### config.mk
export PLATFORM = sky130hd
export DESIGN_NAME = vpsic_top
export DESIGN_NICKNAME = d
export VERILOG_FILES = /design/src/pkg/vpsic_pkg.sv /design/src/rtl/vpsic_buf2.sv /design/src/rtl/vpsic_top.sv
export SDC_FILE = /design/constraint.sdc
export NUM_CORES = 1
export LEC_CHECK = 0
export BUFFER_PORTS_ARGS = -buffer_cell sky130_fd_sc_hd__clkbuf_2
export CORE_MARGIN = 2
export CORE_UTILIZATION = 40
export CTS_CLUSTER_DIAMETER = 120
export DETAILED_ROUTE_END_ITERATION = 10
export PLACE_DENSITY_LB_ADDON = 0.15
export REMOVE_ABC_BUFFERS = 1
export SLEW_MARGIN = 25
export SYNTH_ARGS = -nofsm -noshare
export SYNTH_HDL_FRONTEND = slang
export SYNTH_SLANG_ARGS = --single-unit
### constraint.sdc
create_clock -name clk -period 13.1 [get_ports clk]
set_clock_uncertainty 0.15 [all_clocks]
set_input_delay 3.275 -clock clk [delete_from_list [all_inputs] [get_ports clk]]
set_output_delay 3.275 -clock clk [all_outputs]
set_load 0.05 [all_outputs]
### src/pkg/vpsic_pkg.sv
// Constants for the video port sync and init control block.
// Assumes one 40 MHz clock; the pixel clock is derived from it by a divider.

package vpsic_pkg;

   ////////////////////////////////////////////////////////////////////////////
   // Register offsets
   localparam logic [7:0] ADDR_FLOAT     = 8'h55;
   localparam logic [7:0] ADDR_INIT_ONE  = 8'h80;
   localparam logic [7:0] ADDR_OFFSET    = 8'h83;
   localparam logic [7:0] ADDR_PWR       = 8'h85;
   localparam logic [7:0] ADDR_INIT_TWO  = 8'h88;

   ////////////////////////////////////////////////////////////////////////////
   // Reset values and codes
   localparam logic [7:0] RST_FLOAT      = 8'h00;
   localparam logic [7:0] RST_INIT_ONE   = 8'h00;
   localparam logic [7:0] RST_OFFSET     = 8'h1E;
   localparam logic [7:0] RST_PWR        = 8'h81;
   localparam logic [7:0] RST_INIT_TWO   = 8'h00;
   localparam logic [7:0] CODE_CAL_ON    = 8'h05;
   localparam logic [7:0] CODE_ACCESS_ON = 8'h01;
   localparam logic [7:0] CODE_ACCESS_OFF = 8'h00;
   localparam logic [7:0] CODE_PD_LOW    = 8'h82;
   localparam logic [7:0] FLOAT_MASK     = 8'h1F;

   ////////////////////////////////////////////////////////////////////////////
   // Float register fields
   localparam int BIT_TRISTATE  = 4;
   localparam int BIT_FS_KEEP   = 3;
   localparam int BIT_LS_KEEP   = 2;
   localparam int BIT_PCLK_KEEP = 1;
   localparam int BIT_EXT_KEEP  = 0;

   ////////////////////////////////////////////////////////////////////////////
   // Widths and timing
   localparam int PIX_W       = 10;
   localparam int COL_W       = 13;
   localparam int FRM_W       = 26;
   localparam int BUF_DEPTH   = 2;
   localparam logic [12:0] BLACK_PIXELS = 13'h0008;
   localparam logic [12:0] PIX_LEAD     = 13'h0001;
   localparam int CLK_PERIOD_NS = 25;
   localparam int PIX_PERIOD_NS = 50;
   localparam int CLKS_PER_PIXEL = PIX_PERIOD_NS / CLK_PERIOD_NS;

endpackage : vpsic_pkg

### src/rtl/vpsic_buf2.sv
// Two-entry valid/ready buffer between the pixel source and the video port.
// Assumes a single clock and synchronous active-high reset.
`timescale 1ns/100ps

module vpsic_buf2 #(
   parameter int W = 10
) (
   // Clock and reset
   input  wire logic         clk,
   input  wire logic         reset,
   // Fill side
   input  wire logic         in_valid,
   output logic              in_ready,
   input  wire logic [W-1:0] in_data,
   // Drain side
   output logic              out_valid,
   input  wire logic         out_ready,
   output logic [W-1:0]      out_data
);

   logic [W-1:0] mem_r [vpsic_pkg::BUF_DEPTH];
   logic         wr_idx_r;
   logic         rd_idx_r;
   logic [1:0]   count_r;
   logic         push;
   logic         pop;

   assign push      = in_valid && in_ready;
   assign pop       = out_valid && out_ready;
   assign in_ready  = (count_r != 2'(vpsic_pkg::BUF_DEPTH));
   assign out_valid = (count_r != 2'h0);
   assign out_data  = mem_r[rd_idx_r];

   always_ff @(posedge clk) begin
      if (push) begin
         mem_r[wr_idx_r] <= in_data;
      end
   end

   always_ff @(posedge clk) begin
      if (reset) begin
         wr_idx_r <= 1'b0;
         rd_idx_r <= 1'b0;
         count_r  <= 2'h0;
      end else begin
         if (push) begin
            wr_idx_r <= ~wr_idx_r;
         end
         if (pop) begin
            rd_idx_r <= ~rd_idx_r;
         end
         count_r <= count_r + 2'(push) - 2'(pop);
      end
   end

endmodule : vpsic_buf2

### src/rtl/vpsic_top.sv
// Video port sync timing, output float control and init/calibration registers.
// Assumes a byte-wide register port from the serial control logic and a
// pixel source that presents words with valid/ready.
`timescale 1ns/100ps

module vpsic_top (
   // Clock and reset
   input  wire logic        clk,
   input  wire logic        reset,
   // Register port
   input  wire logic [7:0]  reg_addr,
   input  wire logic [7:0]  reg_wdata,
   input  wire logic        reg_write,
   input  wire logic        reg_read,
   output logic [7:0]       reg_rdata,
   output logic             reg_rvalid,
   // Timing configuration
   input  wire logic        master_mode,
   input  wire logic        black_pixel_enable,
   input  wire logic [7:0]  line_edge_start_offset,
   input  wire logic [7:0]  line_edge_end_offset,
   input  wire logic [7:0]  frame_edge_start_offset,
   input  wire logic [7:0]  frame_edge_end_offset,
   input  wire logic [11:0] row_length_periods,
   input  wire logic [9:0]  active_pixel_count,
   input  wire logic [9:0]  row_count,
   input  wire logic [7:0]  frame_delay_rows,
   input  wire logic [11:0] readout_overhead,
   input  wire logic [15:0] integration_time,
   // Pixel source
   input  wire logic        adc_valid,
   output logic             adc_ready,
   input  wire logic [9:0]  adc_data,
   input  wire logic        ext_sync_in,
   // Video port
   output logic             frame_sync,
   output logic             frame_sync_oe_n,
   output logic             line_sync,
   output logic             line_sync_oe_n,
   output logic             pixel_clock,
   output logic             pixel_clock_oe_n,
   output logic [9:0]       pixel_data,
   output logic             pixel_data_oe_n,
   output logic             external_sync,
   output logic             external_sync_oe_n,
   // Control outputs
   output logic             calibration_enable,
   output logic             init_regs_active,
   output logic [7:0]       offset_compensation_value,
   output logic             power_down_low_current
);

   ////////////////////////////////////////////////////////////////////////////
   // Registers

   logic [7:0] float_r;
   logic [7:0] init_one_r;
   logic [7:0] offset_r;
   logic [7:0] pwr_r;
   logic [7:0] init_two_r;
   logic [7:0] rdata_r;
   logic       rvalid_r;
   logic       access_ok;
   logic       wr_float;
   logic       wr_init_one;
   logic       wr_offset;
   logic       wr_pwr;
   logic       wr_init_two;

   assign access_ok   = (init_two_r == vpsic_pkg::CODE_ACCESS_ON);
   assign wr_float    = reg_write && (reg_addr == vpsic_pkg::ADDR_FLOAT);
   assign wr_init_one = reg_write && (reg_addr == vpsic_pkg::ADDR_INIT_ONE) && access_ok;
   assign wr_offset   = reg_write && (reg_addr == vpsic_pkg::ADDR_OFFSET);
   assign wr_pwr      = reg_write && (reg_addr == vpsic_pkg::ADDR_PWR);
   assign wr_init_two = reg_write && (reg_addr == vpsic_pkg::ADDR_INIT_TWO);

   always_ff @(posedge clk) begin
      if (reset) begin
         float_r    <= vpsic_pkg::RST_FLOAT;
         init_one_r <= vpsic_pkg::RST_INIT_ONE;
         offset_r   <= vpsic_pkg::RST_OFFSET;
         pwr_r      <= vpsic_pkg::RST_PWR;
         init_two_r <= vpsic_pkg::RST_INIT_TWO;
      end else begin
         if (wr_float) begin
            float_r <= reg_wdata & vpsic_pkg::FLOAT_MASK;
         end
         if (wr_init_one) begin
            init_one_r <= reg_wdata;
         end
         if (wr_offset) begin
            offset_r <= reg_wdata;
         end
         if (wr_pwr) begin
            pwr_r <= reg_wdata;
         end
         if (wr_init_two) begin
            init_two_r <= reg_wdata;
         end
      end
   end

   // Gated register reads back as zero so a locked state is visible
   always_ff @(posedge clk) begin
      if (reset) begin
         rdata_r  <= 8'h00;
         rvalid_r <= 1'b0;
      end else begin
         rvalid_r <= reg_read;
         rdata_r  <= 8'h00;
         if (reg_read) begin
            unique case (reg_addr)
               vpsic_pkg::ADDR_FLOAT:    rdata_r <= float_r;
               vpsic_pkg::ADDR_INIT_ONE: rdata_r <= access_ok ? init_one_r : 8'h00;
               vpsic_pkg::ADDR_OFFSET:   rdata_r <= offset_r;
               vpsic_pkg::ADDR_PWR:      rdata_r <= pwr_r;
               vpsic_pkg::ADDR_INIT_TWO: rdata_r <= init_two_r;
               default:                  rdata_r <= 8'h00;
            endcase
         end
      end
   end

   assign reg_rdata  = rdata_r;
   assign reg_rvalid = rvalid_r;

   ////////////////////////////////////////////////////////////////////////////
   // Control outputs

   logic cal_en_r;
   logic init_act_r;
   logic pd_low_r;

   always_ff @(posedge clk) begin
      if (reset) begin
         cal_en_r   <= 1'b0;
         init_act_r <= 1'b0;
         pd_low_r   <= 1'b0;
      end else begin
         cal_en_r   <= access_ok && (init_one_r == vpsic_pkg::CODE_CAL_ON);
         init_act_r <= access_ok;
         pd_low_r   <= (pwr_r == vpsic_pkg::CODE_PD_LOW);
      end
   end

   assign calibration_enable        = cal_en_r;
   assign init_regs_active          = init_act_r;
   assign offset_compensation_value = offset_r;
   assign power_down_low_current    = pd_low_r;

   ////////////////////////////////////////////////////////////////////////////
   // Interval lengths in pixel periods

   logic [12:0] blk_n;
   logic [12:0] line_act_len;
   logic [12:0] first_pix;
   logic [12:0] black_end;
   logic [12:0] pix_end;
   logic [25:0] frame_act_len;
   logic [25:0] frame_inact_len;
   logic [25:0] frame_len;

   // Config is assumed consistent; a negative span would wrap, not clamp
   always_comb begin
      blk_n           = black_pixel_enable ? vpsic_pkg::BLACK_PIXELS : 13'h0000;
      line_act_len    = 13'(line_edge_end_offset) - 13'(line_edge_start_offset)
                        + blk_n + 13'(active_pixel_count);
      first_pix       = 13'(line_edge_start_offset) - vpsic_pkg::PIX_LEAD;
      black_end       = first_pix + blk_n;
      pix_end         = black_end + 13'(active_pixel_count);
      frame_act_len   = 26'(frame_edge_end_offset) - 26'(frame_edge_start_offset)
                        + 26'(row_length_periods) * 26'(row_count);
      frame_inact_len = 26'(frame_delay_rows) * 26'(row_length_periods) + 26'(readout_overhead)
                        + 26'(integration_time) + 26'(frame_edge_start_offset)
                        - 26'(frame_edge_end_offset);
      frame_len       = frame_act_len + frame_inact_len;
   end

   ////////////////////////////////////////////////////////////////////////////
   // Pixel clock divider and counters

   logic        pclk_r;
   logic        tick;
   logic [12:0] col_r;
   logic [25:0] fcnt_r;

   // Frame sync, line sync and pixel data change with the falling pixel clock edge for rising-edge capture
   assign tick = pclk_r;

   always_ff @(posedge clk) begin
      if (reset) begin
         pclk_r <= 1'b0;
      end else begin
         pclk_r <= ~pclk_r;
      end
   end

   always_ff @(posedge clk) begin
      if (reset) begin
         col_r  <= 13'h0000;
         fcnt_r <= 26'h000_0000;
      end else if (tick) begin
         col_r  <= (col_r >= 13'(row_length_periods) - 13'h0001) ? 13'h0000 : col_r + 13'h0001;
         fcnt_r <= (fcnt_r >= frame_len - 26'h000_0001) ? 26'h000_0000 : fcnt_r + 26'h000_0001;
      end
   end

   ////////////////////////////////////////////////////////////////////////////
   // Pixel path

   logic       buf_valid;
   logic [9:0] buf_data;
   logic       fs_now;
   logic       in_window;
   logic       in_black;
   logic       pix_take;
   logic [9:0] comp_value;

   vpsic_buf2 #(
      .W (vpsic_pkg::PIX_W)
   ) u_buf (
      .clk       (clk),
      .reset     (reset),
      .in_valid  (adc_valid),
      .in_ready  (adc_ready),
      .in_data   (adc_data),
      .out_valid (buf_valid),
      .out_ready (pix_take),
      .out_data  (buf_data)
   );

   assign fs_now     = (fcnt_r < frame_act_len);
   assign in_window  = fs_now && (col_r >= first_pix) && (col_r < pix_end);
   assign in_black   = (col_r < black_end);
   assign pix_take   = tick && in_window && !in_black && buf_valid;
   // Offset subtraction saturates at zero rather than wrapping to white
   assign comp_value = (buf_data > 10'(offset_r)) ? buf_data - 10'(offset_r) : 10'h000;

   logic       fs_r;
   logic       ls_r;
   logic [9:0] data_r;
   logic       ext_r;

   always_ff @(posedge clk) begin
      if (reset) begin
         fs_r   <= 1'b0;
         ls_r   <= 1'b0;
         data_r <= 10'h000;
         ext_r  <= 1'b0;
      end else begin
         ext_r <= ext_sync_in;
         if (tick) begin
            fs_r   <= fs_now;
            ls_r   <= (col_r < line_act_len);
            // Underrun shows as a black pixel; the row timing never slips
            data_r <= pix_take ? comp_value : 10'h000;
         end
      end
   end

   ////////////////////////////////////////////////////////////////////////////
   // Output float control

   logic fs_oe_n_r;
   logic ls_oe_n_r;
   logic pclk_oe_n_r;
   logic data_oe_n_r;
   logic ext_oe_n_r;
   logic flt;

   assign flt = float_r[vpsic_pkg::BIT_TRISTATE];

   always_ff @(posedge clk) begin
      if (reset) begin
         fs_oe_n_r   <= 1'b0;
         ls_oe_n_r   <= 1'b0;
         pclk_oe_n_r <= 1'b0;
         data_oe_n_r <= 1'b0;
         ext_oe_n_r  <= 1'b0;
      end else begin
         fs_oe_n_r   <= flt && !(master_mode && float_r[vpsic_pkg::BIT_FS_KEEP]);
         ls_oe_n_r   <= flt && !(master_mode && float_r[vpsic_pkg::BIT_LS_KEEP]);
         pclk_oe_n_r <= flt && !(master_mode && float_r[vpsic_pkg::BIT_PCLK_KEEP]);
         ext_oe_n_r  <= flt && !(master_mode && float_r[vpsic_pkg::BIT_EXT_KEEP]);
         data_oe_n_r <= flt;
      end
   end

   assign frame_sync         = fs_r;
   assign frame_sync_oe_n    = fs_oe_n_r;
   assign line_sync          = ls_r;
   assign line_sync_oe_n     = ls_oe_n_r;
   assign pixel_clock        = pclk_r;
   assign pixel_clock_oe_n   = pclk_oe_n_r;
   assign pixel_data         = data_r;
   assign pixel_data_oe_n    = data_oe_n_r;
   assign external_sync      = ext_r;
   assign external_sync_oe_n = ext_oe_n_r;

   ////////////////////////////////////////////////////////////////////////////
   // Checks

   logic        ls_q_r;
   logic        fs_q_r;
   logic        ls_seen_r;
   logic        fs_seen_r;
   logic [25:0] ls_run_r;
   logic [25:0] fs_run_r;

   // Run counters measure clock cycles between sync edges
   always_ff @(posedge clk) begin
      if (reset) begin
         ls_q_r    <= 1'b0;
         fs_q_r    <= 1'b0;
         ls_seen_r <= 1'b0;
         fs_seen_r <= 1'b0;
         ls_run_r  <= 26'h000_0000;
         fs_run_r  <= 26'h000_0000;
      end else begin
         ls_q_r    <= ls_r;
         fs_q_r    <= fs_r;
         ls_seen_r <= ls_seen_r || (ls_r != ls_q_r);
         fs_seen_r <= fs_seen_r || (fs_r != fs_q_r);
         ls_run_r  <= (ls_r != ls_q_r) ? 26'h000_0001 : ls_run_r + 26'h000_0001;
         fs_run_r  <= (fs_r != fs_q_r) ? 26'h000_0001 : fs_run_r + 26'h000_0001;
      end
   end

   float_data_a: assert property (@(posedge clk) disable iff (reset)
      flt |=> pixel_data_oe_n)
      else $error("pixel data driven while floated");

   float_sync_a: assert property (@(posedge clk) disable iff (reset)
      flt && !master_mode |=> frame_sync_oe_n && line_sync_oe_n && pixel_clock_oe_n && external_sync_oe_n)
      else $error("sync port driven while floated");

   keep_drive_a: assert property (@(posedge clk) disable iff (reset)
      flt && master_mode && float_r[vpsic_pkg::BIT_FS_KEEP] |=> !frame_sync_oe_n)
      else $error("frame sync keep bit ignored");

   cal_code_a: assert property (@(posedge clk) disable iff (reset)
      wr_init_one && (reg_wdata == vpsic_pkg::CODE_CAL_ON) |=> ##1 calibration_enable)
      else $error("calibration not enabled by code");

   init_gate_a: assert property (@(posedge clk) disable iff (reset)
      reg_write && (reg_addr == vpsic_pkg::ADDR_INIT_ONE) && !access_ok |=> $stable(init_one_r))
      else $error("locked init register changed");

   offset_apply_a: assert property (@(posedge clk) disable iff (reset)
      pix_take |=> pixel_data == $past(comp_value))
      else $error("pixel offset not applied");

   access_on_a: assert property (@(posedge clk) disable iff (reset)
      wr_init_two && (reg_wdata == vpsic_pkg::CODE_ACCESS_ON) |=> ##1 init_regs_active)
      else $error("init registers not activated");

   access_off_a: assert property (@(posedge clk) disable iff (reset)
      wr_init_two && (reg_wdata == vpsic_pkg::CODE_ACCESS_OFF) |=> ##1 !init_regs_active)
      else $error("init registers not disabled");

   line_high_a: assert property (@(posedge clk) disable iff (reset)
      ls_seen_r && !ls_r && ls_q_r |-> ls_run_r == 26'(line_act_len) * 26'(vpsic_pkg::CLKS_PER_PIXEL))
      else $error("line sync active length wrong");

   line_low_a: assert property (@(posedge clk) disable iff (reset)
      ls_seen_r && ls_r && !ls_q_r |->
      ls_run_r == (26'(row_length_periods) - 26'(line_act_len)) * 26'(vpsic_pkg::CLKS_PER_PIXEL))
      else $error("line sync inactive length wrong");

   frame_high_a: assert property (@(posedge clk) disable iff (reset)
      fs_seen_r && !fs_r && fs_q_r |-> fs_run_r == frame_act_len * 26'(vpsic_pkg::CLKS_PER_PIXEL))
      else $error("frame sync active length wrong");

   frame_low_a: assert property (@(posedge clk) disable iff (reset)
      fs_seen_r && fs_r && !fs_q_r |-> fs_run_r == frame_inact_len * 26'(vpsic_pkg::CLKS_PER_PIXEL))
      else $error("frame sync inactive length wrong");

   // First active pixel lands start minus one, plus black, periods after line sync rose
   first_pix_a: assert property (@(posedge clk) disable iff (reset)
      pix_take && (col_r == black_end) && (black_end != 13'h0000) |->
      ls_q_r && (ls_run_r == 26'(black_end) * 26'(vpsic_pkg::CLKS_PER_PIXEL) - 26'h000_0001))
      else $error("first pixel misplaced after line sync");

endmodule : vpsic_top

Word level (Yosys, flattened, before mapping)
Memories as Yosys holds them, arrays and structs flattened. A register that Yosys moved wholly into a read port is not among the register bits.
Cells that the tools add are included.
- register bits: 111
- RAM bits: 20
- bits of input ports: 134
- output and inout port bits: 40
- word-level logic and storage cells: 109
- memories: 1
- add/sub/neg operators: 20
- multipliers: 2
- $lt $le $gt $ge: 8
- equality and inequality tests: 9
- multiplexer cells: 11
- bitwise gates (word level): 4
- reduce and logical (&&, ||, !) cells: 29
- memory list (memory ; words ; bits a word ; read ports ; clocked after memory_dff ; wr ports ; line ; source):
    u_buf.mem_r ; 2 ; 10 ; 1 ; 1 ; 1 ; vpsic_buf2.sv:21 ; logic [W-1:0] mem_r [vpsic_pkg::BUF_DEPTH];
- operator list (cell ; number):
    $eq A8 B8 Y1 const B ; 5
    $pmux W8 S5 ; 1
    $lt A13 B13 Y1 ; 3
    $add A26 B1 Y26 const B ; 1
    $ge A13 B13 Y1 ; 2
    $ge A26 B26 Y1 ; 1
    $lt A26 B26 Y1 ; 1
    $mux W26 ; 1
    $sub A25 B2 Y26 const B ; 1
    $add A24 B24 Y25 ; 1
    $add A10 B11 Y12 ; 2
    $add A9 B23 Y24 ; 1
    $sub A23 B8 Y24 ; 1
    $add A22 B8 Y23 ; 1
    $add A21 B16 Y22 ; 1
    $logic_and A1 B1 Y1 ; 22
    $mul A12 B10 Y22 ; 1
    $add A20 B12 Y21 ; 1
    $add A9 B5 Y10 ; 2
    $mul A8 B12 Y20 ; 1
    $mux W10 ; 2
    $sub A8 B8 Y9 ; 2
    $add A13 B1 Y13 const B ; 1
    $mux W13 ; 1
    17 further kinds ; 27

Logic depth before layout (Yosys ltp)
Gate-level depths: netlist of run 1.
- depth in word-level cells: 11
- depth in mapped cells: 50
- mapped depth without buffers: 46

By module
Synthesis of run 1 repeated with hierarchy kept, for this count alone.
- cell total of the unflattened synthesis: 2498
- area total of the unflattened synthesis: 21161.5 µm²
- by module, submodules not included (module ; instances ; cells an instance ; area an instance (µm²) ; sequential area each (µm²)):
    vpsic_top ; 1 ; 2443 ; 20205.6 ; 2142.1
    vpsic_buf2 ; 1 ; 55 ; 955.9 ; 700.7

Worst setup path before layout of run 1
OpenSTA, ideal clock, no wires.
- path kind: input to register
- start: input port row_length_periods[5]
- end: register fcnt_r[10]
- arrival: 12.788 ns
- required time: 12.885 ns
- path slack: 0.096 ns
- stages: 50
- buffers on the path: 4
- cells stage by stage: clkbuf_1 clkbuf_1 nand2_1 fa_1 inv_1 fa_1 inv_1 fa_1 inv_1 fa_1 inv_1 fa_1 inv_1 ha_1 or3_1 o21ai_0 a21oi_1 a41o_1 (+14 left out) ha_1 o21ai_0 a41oi_1 o21a_1 o21a_1 o21ai_0 nand2b_1 xnor2_1 ha_1 a21o_1 a21o_1 a21oi_1 nand3_1 a211oi_1 nor2_1 a21o_1 buf_1 nor2_1
- word-level cells in the longest chain between the ends: 9
- RTL lines (item ; line ; source):
    from (decl) ; vpsic_top.sv:24 ; input wire logic [11:0] row_length_periods,
    $mul A8 B12 Y20 ; vpsic_top.sv:173 ; frame_inact_len = 26'(frame_delay_rows) * 26'(row_length_periods) + 26'(readout_overhead)
    $add A20 B12 Y21 ; vpsic_top.sv:173 ;
    $add A21 B16 Y22 ; vpsic_top.sv:174 ; + 26'(integration_time) + 26'(frame_edge_start_offset)
    $add A22 B8 Y23 ; vpsic_top.sv:174 ;
    $sub A23 B8 Y24 ; vpsic_top.sv:175 ; - 26'(frame_edge_end_offset);
    $add A24 B24 Y25 * ; vpsic_top.sv:176 ; frame_len = frame_act_len + frame_inact_len;
    $sub A25 B2 Y26 * ; vpsic_top.sv:204 ; fcnt_r <= (fcnt_r >= frame_len - 26'h000_0001) ? 26'h000_0000 : fcnt_r + 26'h000_0001;
    $ge A26 B26 Y1 * ; vpsic_top.sv:204 ;
    $mux W26 * ; vpsic_top.sv:204 ;
    to (signal assigned) ; vpsic_top.sv:204 ;
    to (decl) ; vpsic_top.sv:185 ; logic [25:0] fcnt_r;
Every way passes the cells marked *; elsewhere a longest branch is shown, timed or not.
A chain may end at the register's enable or synchronous reset.

Final worst setup path of run 1
- start: input port row_length_periods[2]
- end: register fcnt_r[2]
The elaborated chain is that of the path after synthesis.

==> impl_metrics.toml, run 1 <==
[status]
status = "complete, no violations"

[final_layout]
final_nets = 3339
fillers = 5105
final_common_cell = "ha_1"
fin_util_pct = 45.9
regArea_mm2 = 0.00284
syn_to_final_growth_pct = 13.6
multi_input_area_mm2 = 0.0164
drive_above_1_share_pct = 12.4
n_antenna_cell = 0
layout_common_cells = "ha_1, inv_1, nand2_1, fa_1, clkbuf_2"

[synthesis]
synth_top_area_share_pct = 21.8
synth_area_per_cell_um2 = 8.48
synthesis.area_mm2 = 0.0207
synth.area.top_cells = "ha_1, fa_1, dfxtp_1"
ys_types = 71
ys_async_sr_fraction_pct = 0
ys_ff_latch = 132
synth_top_area_cell = "ha_1"
synth_seq_area_share_pct = 13.7
synth_flop_cell = "dfxtp_1"
synth_edf_count = 20
synthCells = 2446
ys.warnings.count = 0

[global_routing]
top_usage_layer = "met2"
use_met1_pct = 28.0
grt_pass1_wl_um = 87600
globalRouteOverflowTotal = 0
grt_max_degree = 55
grt_util_all_layers_pct = 20.1
met3_usage_pct = 2.03
antenna_found_initial = 0
met2_usage_pct = 34.0
grt_pass1_vias = 17410

[cts]
cts_buffers = 17
htree_levels = 4
cts_hold_buf = 0
clockBufferDepth = 2
clk_pin_slew_ns = 0.06
cts-root-buf = "clkbuf_16"
cts_tree = "done"
cts_sinks = 132
clock_latency_ns = 0.42

[drt]
viasPerCell = 5.14
wl_um = 53200
vias = 17199
firstDrtPassIters = 5
route.detailed.drc = 0
wl_per_cell_um = 15.9
ant_nets = 0
first_iter_violations = 900

[timing]
fin_crit_ns = 12.63
rsz0062_at_grt = "false"
drv_slew = 0
period_share_pct = 96.4
worst_pin_slew_ns = 0.903
finalHoldViolCount = 0
fin_ws_ns = 0.474
worst_hold_slack_ns = 0.298
slew_headroom_pct = 39.6
max_freq_mhz = 79.2
setup_viol = 0

[worst_hold_path]
hp-class = "reg -> reg"
hp-start = "frame_sync"
holdPathStages = 2
hold_end = "frame_sync"

[worst_setup_path]
worstSetupPathType = "in -> reg"
slowest_delay_ns = 0.55
start_kind = "primary input"
r2r_start = "fcnt_r[8]"
arrival_ns = 12.82
path_common_cell = "fa_1"
reg2reg_to = "u_buf.count_r[1]"
reg2regPathDepth = 17
slowest_stage = "fa_1"
end_kind = "flop"
cp_max_fo = 10
required_ns = 13.30
r2r_slack_ns = 9.49

[die]
boundaryPins = 174
std_cell_rows = 83
die_w_um = 232
core_area_mm2 = 0.0513
start_util_pct = 40.4
fp.dieH_um = 232
dieArea_mm2 = 0.0537

[place]
gp_congestion = 0.893
detailedPlace.worstSlack_ns = -0.0931
port_buffers = 173
dp_hpwl_um = 45500

[flow_run]
drv_cap = 0
-- Yosys cell counts, types with 20 or more instances --
master and n:
nor2b_1 27, nand3_1 64, a21o_1 73, a21oi_1 146, clkbuf_1 67, fa_1 188
o21ai_0 66, nor2_1 120, nand2b_1 25, xor2_1 72, edfxtp_1 20, nand2_1 254
inv_1 350, and2_1 108, dfxtp_1 112, xnor2_1 104, nor3_1 26, nand4_1 22
o21a_1 28, ha_1 362
-- final cells by class --
class / count / area share [%]
well taps: 680 / 3.61
flip-flops and latches: 132 / 12.1
inverters: 350 / 5.58
clock buffers: 18 / 1.82
repair buffers: 261 / 6.55
clock inverters: 14 / 0.797
multi-input cells: 1893 / 69.6
-- per-layer routing --
layer / routed length, µm / vias up
li1: - / 8587
met1: 25400 / 8291
met2: 25400 / 272
met3: 1690 / 49
met4: 635 / 0
met5: 0 / -
-- kinds of logic (layout without fill, tap and decap cells) --
| family | after synthesis | after routing | synth area share [%] |
|---|---|---|---|
| buf+inv | 421 | 643 | 7.65 |
| flops | 132 | 132 | 13.7 |
| simple gates | 722 | 722 | 17.0 |
| fa+ha+maj | 551 | 551 | 40.0 |
| xor+xnor | 176 | 176 | 7.43 |
| compound gates | 432 | 432 | 13.5 |
| mux | 12 | 12 | 0.633 |
-- flip-flops by register name (all words and copies together) (netlist names), 2 cells and up, named ones only --
register                   flops
init_one_r                     8
col_r                         13
pwr_r                          8
u_buf.mem_r                   20
fcnt_r                        26
pixel_data                    10
reg_rdata                      8
u_buf.count_r                  2
offset_compensation_value      8
float_r                        5
init_two_r                     8
-- per-stage QoR --
stage | instance area (µm²) | TNS, ns | cells
after CTS | 23500 | 0 | 3348
after global placement | 22900 | 0 | 3316
after detailed placement | 22900 | -1.53 | 3316
final | 23600 | 0 | 3348
after floorplan | 20500 | 0 | 2375
after global routing | 23600 | 0 | 3348
-- critical path, delay by kind of cell --
family                   cells  cell delay (ns)
adder cells (fa/ha/maj)      9             3.88
AO/OA/AOI/OAI               15             2.71
AND/OR/NAND/NOR             10             1.87
buffers and inverters        5             0.59
XOR/XNOR                     3             0.47
-- repair_timing --
item | in CTS | in global routing
endpoints found under the setup margin | 0 | 26
resized for setup | 0 | 18
buffers inserted | 0 | 0
-- how the worst max path moves through the flow --
stage / endpoint / slack (ns) / depth (start not counted) / startpoint
floorplan: fcnt_r[10] / 0.72 / 43 / row_length_periods[1]
global placement: fcnt_r[2] / 0.01 / 45 / row_length_periods[1]
detailed placement: fcnt_r[5] / -0.09 / 47 / row_length_periods[1]
CTS: fcnt_r[5] / 0.28 / 47 / row_length_periods[1]
global route: fcnt_r[5] / 0.01 / 47 / row_count[3]
finish: fcnt_r[2] / 0.47 / 42 / row_length_periods[2]
Power of run 1 is left out: the tool's default activity adds up to more than one toggle a clock period on the data nets, which glitch-free logic cannot reach.
==> inputs of run 2 (changes only) <==
SETUP_SLACK_MARGIN = 0.5   (was default)
==> run 2 against run 1 <==
Compared with the run above:
- non-clock buffer count grew 9
- global-route usage about the same
- critical path depth increased by 3
- fmax grew 2.6%
- design area rose by 2.2%
- register-to-register slack worse by 0.02 ns
- core utilization grew 1.0 points
- first-iteration DRC count decreased by 13%
- sequential share of layout area down 0.26 points
- worst hold slack hardly changed
- die area unchanged
- routed wire length grew 1.7%
- critical path type unchanged
- largest cell class unchanged
==> impl_metrics.toml, run 2 (synthesis gave the netlist of run 1 again) <==
[status]
status = "complete, no violations"

[worst_setup_path]
reg2regPathDepth = 17
required_ns = 13.30
slowest_delay_ns = 0.55
reg2reg_to = "u_buf.count_r[1]"
worstSetupPathType = "in -> reg"
r2r_slack_ns = 9.47
end_kind = "flop"
cp_max_fo = 6
start_kind = "primary input"
arrival_ns = 12.51
slowest_stage = "fa_1"
r2r_start = "fcnt_r[8]"

[flow_run]
drv_cap = 0

[drt]
first_iter_violations = 786
ant_nets = 0
vias = 17308
route.detailed.drc = 0
viasPerCell = 5.16
wl_um = 54100
firstDrtPassIters = 5
wl_per_cell_um = 16.1

[cts]
cts_buffers = 17
clockBufferDepth = 2
clock_latency_ns = 0.42
cts_sinks = 132
htree_levels = 4
clk_pin_slew_ns = 0.06
cts_tree = "done"
cts-root-buf = "clkbuf_16"

[place]
port_buffers = 173
dp_cells = 3316
gp_congestion = 0.893
dp_hpwl_um = 45500

[final_layout]
final_nets = 3348
syn_to_final_growth_pct = 16.1
largest_reg_flops = 26
n_antenna_cell = 0
final_common_cell = "ha_1"
layout.cells.non_filler = 3357
top_regs = "fcnt_r x26, u_buf.mem_r x20, col_r x13"
layout_common_cells = "ha_1, inv_1, nand2_1, fa_1, clkbuf_2"
fin_util_pct = 46.9
regMostFlops = "fcnt_r"
drive_above_1_share_pct = 15.2

[global_routing]
globalRouteOverflowTotal = 0
grt_max_degree = 55
antenna_found_initial = 0
grt_pass1_vias = 17449
grt_util_all_layers_pct = 20.1
grt_pass1_wl_um = 87800

[die]
dieArea_mm2 = 0.0537
fp.dieH_um = 232
boundaryPins = 174
std_cell_rows = 83
core_area_mm2 = 0.0513
die_w_um = 232
start_util_pct = 40.4

[timing]
slew_headroom_pct = 37.6
max_freq_mhz = 81.2
finalHoldViolCount = 0
rsz0062_at_grt = "false"
setup_viol = 0
period_share_pct = 94.0
fin_crit_ns = 12.31
worst_pin_slew_ns = 0.933
drv_slew = 0
worst_hold_slack_ns = 0.298

[worst_hold_path]
hp-start = "frame_sync"
holdPathStages = 2
hold_end = "frame_sync"
hp-class = "reg -> reg"
==> run 2: how the worst max path moves through the flow <==
| stage | to | slack [ns] | from |
|---|---|---|---|
| final | fcnt_r[2] | 0.79 | row_length_periods[1] |
| after global routing | fcnt_r[2] | 0.40 | row_count[3] |
| after CTS | fcnt_r[5] | 0.54 | row_count[3] |
| after detailed placement | fcnt_r[5] | -0.09 | row_length_periods[1] |
| after global placement | fcnt_r[2] | 0.01 | row_length_periods[1] |
| after floorplan | fcnt_r[10] | 0.72 | row_length_periods[1] |
==> run 2: worst max-delay path, delay by kind of cell <==
kind | cells | cell delay, ns
xor gates and xnor gates | 3 | 0.42
AOI/OAI and AO/OA | 17 | 2.87
and+or+nand+nor | 10 | 1.83
buffers and inverters | 6 | 0.50
adders and majority gates | 9 | 3.59
==> run 2: repair_timing <==
| item | in CTS | in global routing |
|---|---|---|
| resized for setup | 10 | 109 |
| gates cloned | 0 | 1 |
| pin swaps | 3 | 43 |
| endpoints found under the setup margin | 26 | 27 |
| endpoints found under the hold margin | 0 | 0 |
| buffers inserted | 2 | 6 |
| hold buffers | 0 | 0 |
==> run 2: area by class of cell <==
| cell class | count | area (µm²) |
|---|---|---|
| inverter | 350 | 1310 |
| sequential | 132 | 2840 |
| multi-input combinational | 1893 | 16800 |
| clock buffer | 18 | 429 |
| tap | 680 | 851 |
| clock inverter | 14 | 188 |
| timing repair buffer | 270 | 1670 |
| fill | 5058 | 27200 |
==> run 2: metrics by stage <==
step | TNS [ns] | worst slack, ns | cell area [µm²]
2_1_floorplan | 0 | 0.724 | 20500
3_3_place_gp | 0 | 0.0124 | 22900
3_5_place_dp | -1.53 | -0.0931 | 22900
4_1_cts | 0 | 0.539 | 23500
5_1_grt | 0 | 0.397 | 24100
6_report | 0 | 0.789 | 24100
==> run 2: metal layers <==
metal | wire (µm) | track usage [%] | vias to the layer above | share of wire (%)
met5 | 0 | 0 | - | 0
met4 | 817 | 3.29 | 0 | 1.5
met3 | 1660 | 2.03 | 57 | 3.1
met2 | 25900 | 34.1 | 278 | 48
met1 | 25700 | 28.1 | 8374 | 48
li1 | - | - | 8599 | -
Power of run 2 is left out for the same reason.
==> inputs of run 3 (changes only) <==
==> constraint.sdc (replaced) <==
create_clock -name clk -period 13.1 [get_ports clk]
set_clock_uncertainty 0.15 [all_clocks]
set_input_delay 1.31 -clock clk [delete_from_list [all_inputs] [get_ports clk]]
set_output_delay 1.31 -clock clk [all_outputs]
set_load 0.05 [all_outputs]
==> run 3 against run 2 <==
Compared with the run above:
- final cell count down 2.7%
- register-to-register slack got worse by 0.54 ns
- global-route usage is essentially flat
- critical path type unchanged
- largest cell class unchanged
==> impl_metrics.toml, run 3 (synthesis gave the netlist of run 1 again) <==
[timing]
max_freq_mhz = 86.2
setup_viol = 0
finalHoldViolCount = 0
fin_setup_tns_ns = 0
slew_headroom_pct = 37.5
period_share_pct = 88.5
fin_crit_ns = 11.60
worst_pin_slew_ns = 0.934
rsz0062_at_grt = "false"
drv_slew = 0

[place]
dp_cells = 3234
place_area_mm2 = 0.0222
port_buffers = 173
gp_congestion = 0.858
dp_hpwl_um = 44700

[die]
std_cell_rows = 83
fp.dieH_um = 232
dieArea_mm2 = 0.0537
core_area_mm2 = 0.0513
start_util_pct = 40.4
die_w_um = 232
boundaryPins = 174

[worst_setup_path]
start_kind = "primary input"
r2r_slack_ns = 8.93
required_ns = 13.31
path_depth = 45
critical_path.startpoint = "row_length_periods[6]"
end_kind = "flop"
r2r_start = "fcnt_r[2]"
path_common_cell = "inv_1"
slowest_delay_ns = 0.53
crit_end = "fcnt_r[6]"
cp_max_fo = 23
reg2regPathDepth = 17
slowest_stage = "fa_1"
crit_buf_inv = 7
arrival_ns = 11.80
worstSetupPathType = "in -> reg"
critPathTopFamily = "adder cells"
reg2reg_to = "u_buf.count_r[1]"

[drt]
vias = 17100
first_iter_violations = 1142
firstDrtPassIters = 7
wl_per_cell_um = 16.5
wl_um = 53800
viasPerCell = 5.24
route.detailed.drc = 0
ant_nets = 0

[global_routing]
use_met1_pct = 27.9
met3_usage_pct = 2.17
top_usage_layer = "met2"
met2_usage_pct = 33.3
grt_pass1_wl_um = 87200
globalRouteOverflowTotal = 0
grt_util_all_layers_pct = 20.1
grt_pass1_vias = 16920
grt_max_degree = 55
antenna_found_initial = 0

[cts]
clk_pin_slew_ns = 0.06
cts_hold_buf = 0
cts_tree = "done"
cts_resized = 0
cts-root-buf = "clkbuf_16"
cts_sinks = 132
clockBufferDepth = 2
cts_buffers = 17
postCtsSetupRepairBufs = 0
clock_latency_ns = 0.43
htree_levels = 4

[final_layout]
drive_above_1_share_pct = 9.09
fillers = 5154
final_cell_area_mm2 = 0.0228
layout_common_cells = "ha_1, inv_1, nand2_1, fa_1, clkbuf_2"
largest_reg_flops = 26
layout.cells.non_filler = 3266
top_regs = "fcnt_r x26, u_buf.mem_r x20, col_r x13"
n_antenna_cell = 0
regMostFlops = "fcnt_r"
final_common_cell = "ha_1"
fin_util_pct = 44.5
final_nets = 3257
syn_to_final_growth_pct = 10.1

[flow_run]
drv_cap = 0

[status]
status = "complete, no violations"

[worst_hold_path]
hp-class = "reg -> reg"
[run 3: layer usage]
metal  vias up  part of all wire (%)
met1      8271                    47
met5         -                     0
met2       341                    47
li1       8424                     -
met4         0                   2.2
met3        64                   3.4
[run 3: worst min path at each step]
stage                from                     end  cells past startpoint
2_1_floorplan    pwr_r[2]  power_down_low_current                      1
3_3_place_gp   frame_sync              frame_sync                      2
3_5_place_dp   frame_sync              frame_sync                      2
4_1_cts        frame_sync              frame_sync                      2
5_1_grt          pwr_r[1]                pwr_r[1]                      2
6_report       frame_sync              frame_sync                      2
[run 3: worst min-delay path: stages, from the launching register on]
cell and delay [ns]:
dfxtp_1 0.31, nand2_1 0.05, nand2_1 0.05
[run 3: through the flow]
step	hold WS, ns	setup slack [ns]
2_1_floorplan	0.270	2.69
3_3_place_gp	0.287	1.40
3_5_place_dp	0.291	1.13
4_1_cts	0.299	1.56
5_1_grt	0.335	0.724
6_report	0.296	1.50
[run 3: layout make-up]
type | count | area (µm²) | area share (%)
multi-input combinational | 1893 | 16300 | 71.5
sequential | 132 | 2840 | 12.5
inverter | 350 | 1310 | 5.75
timing repair buffer | 179 | 911 | 3.99
tap | 680 | 851 | 3.73
clock buffer | 22 | 474 | 2.08
clock inverter | 10 | 123 | 0.537
Power of run 3 is left out for the same reason.
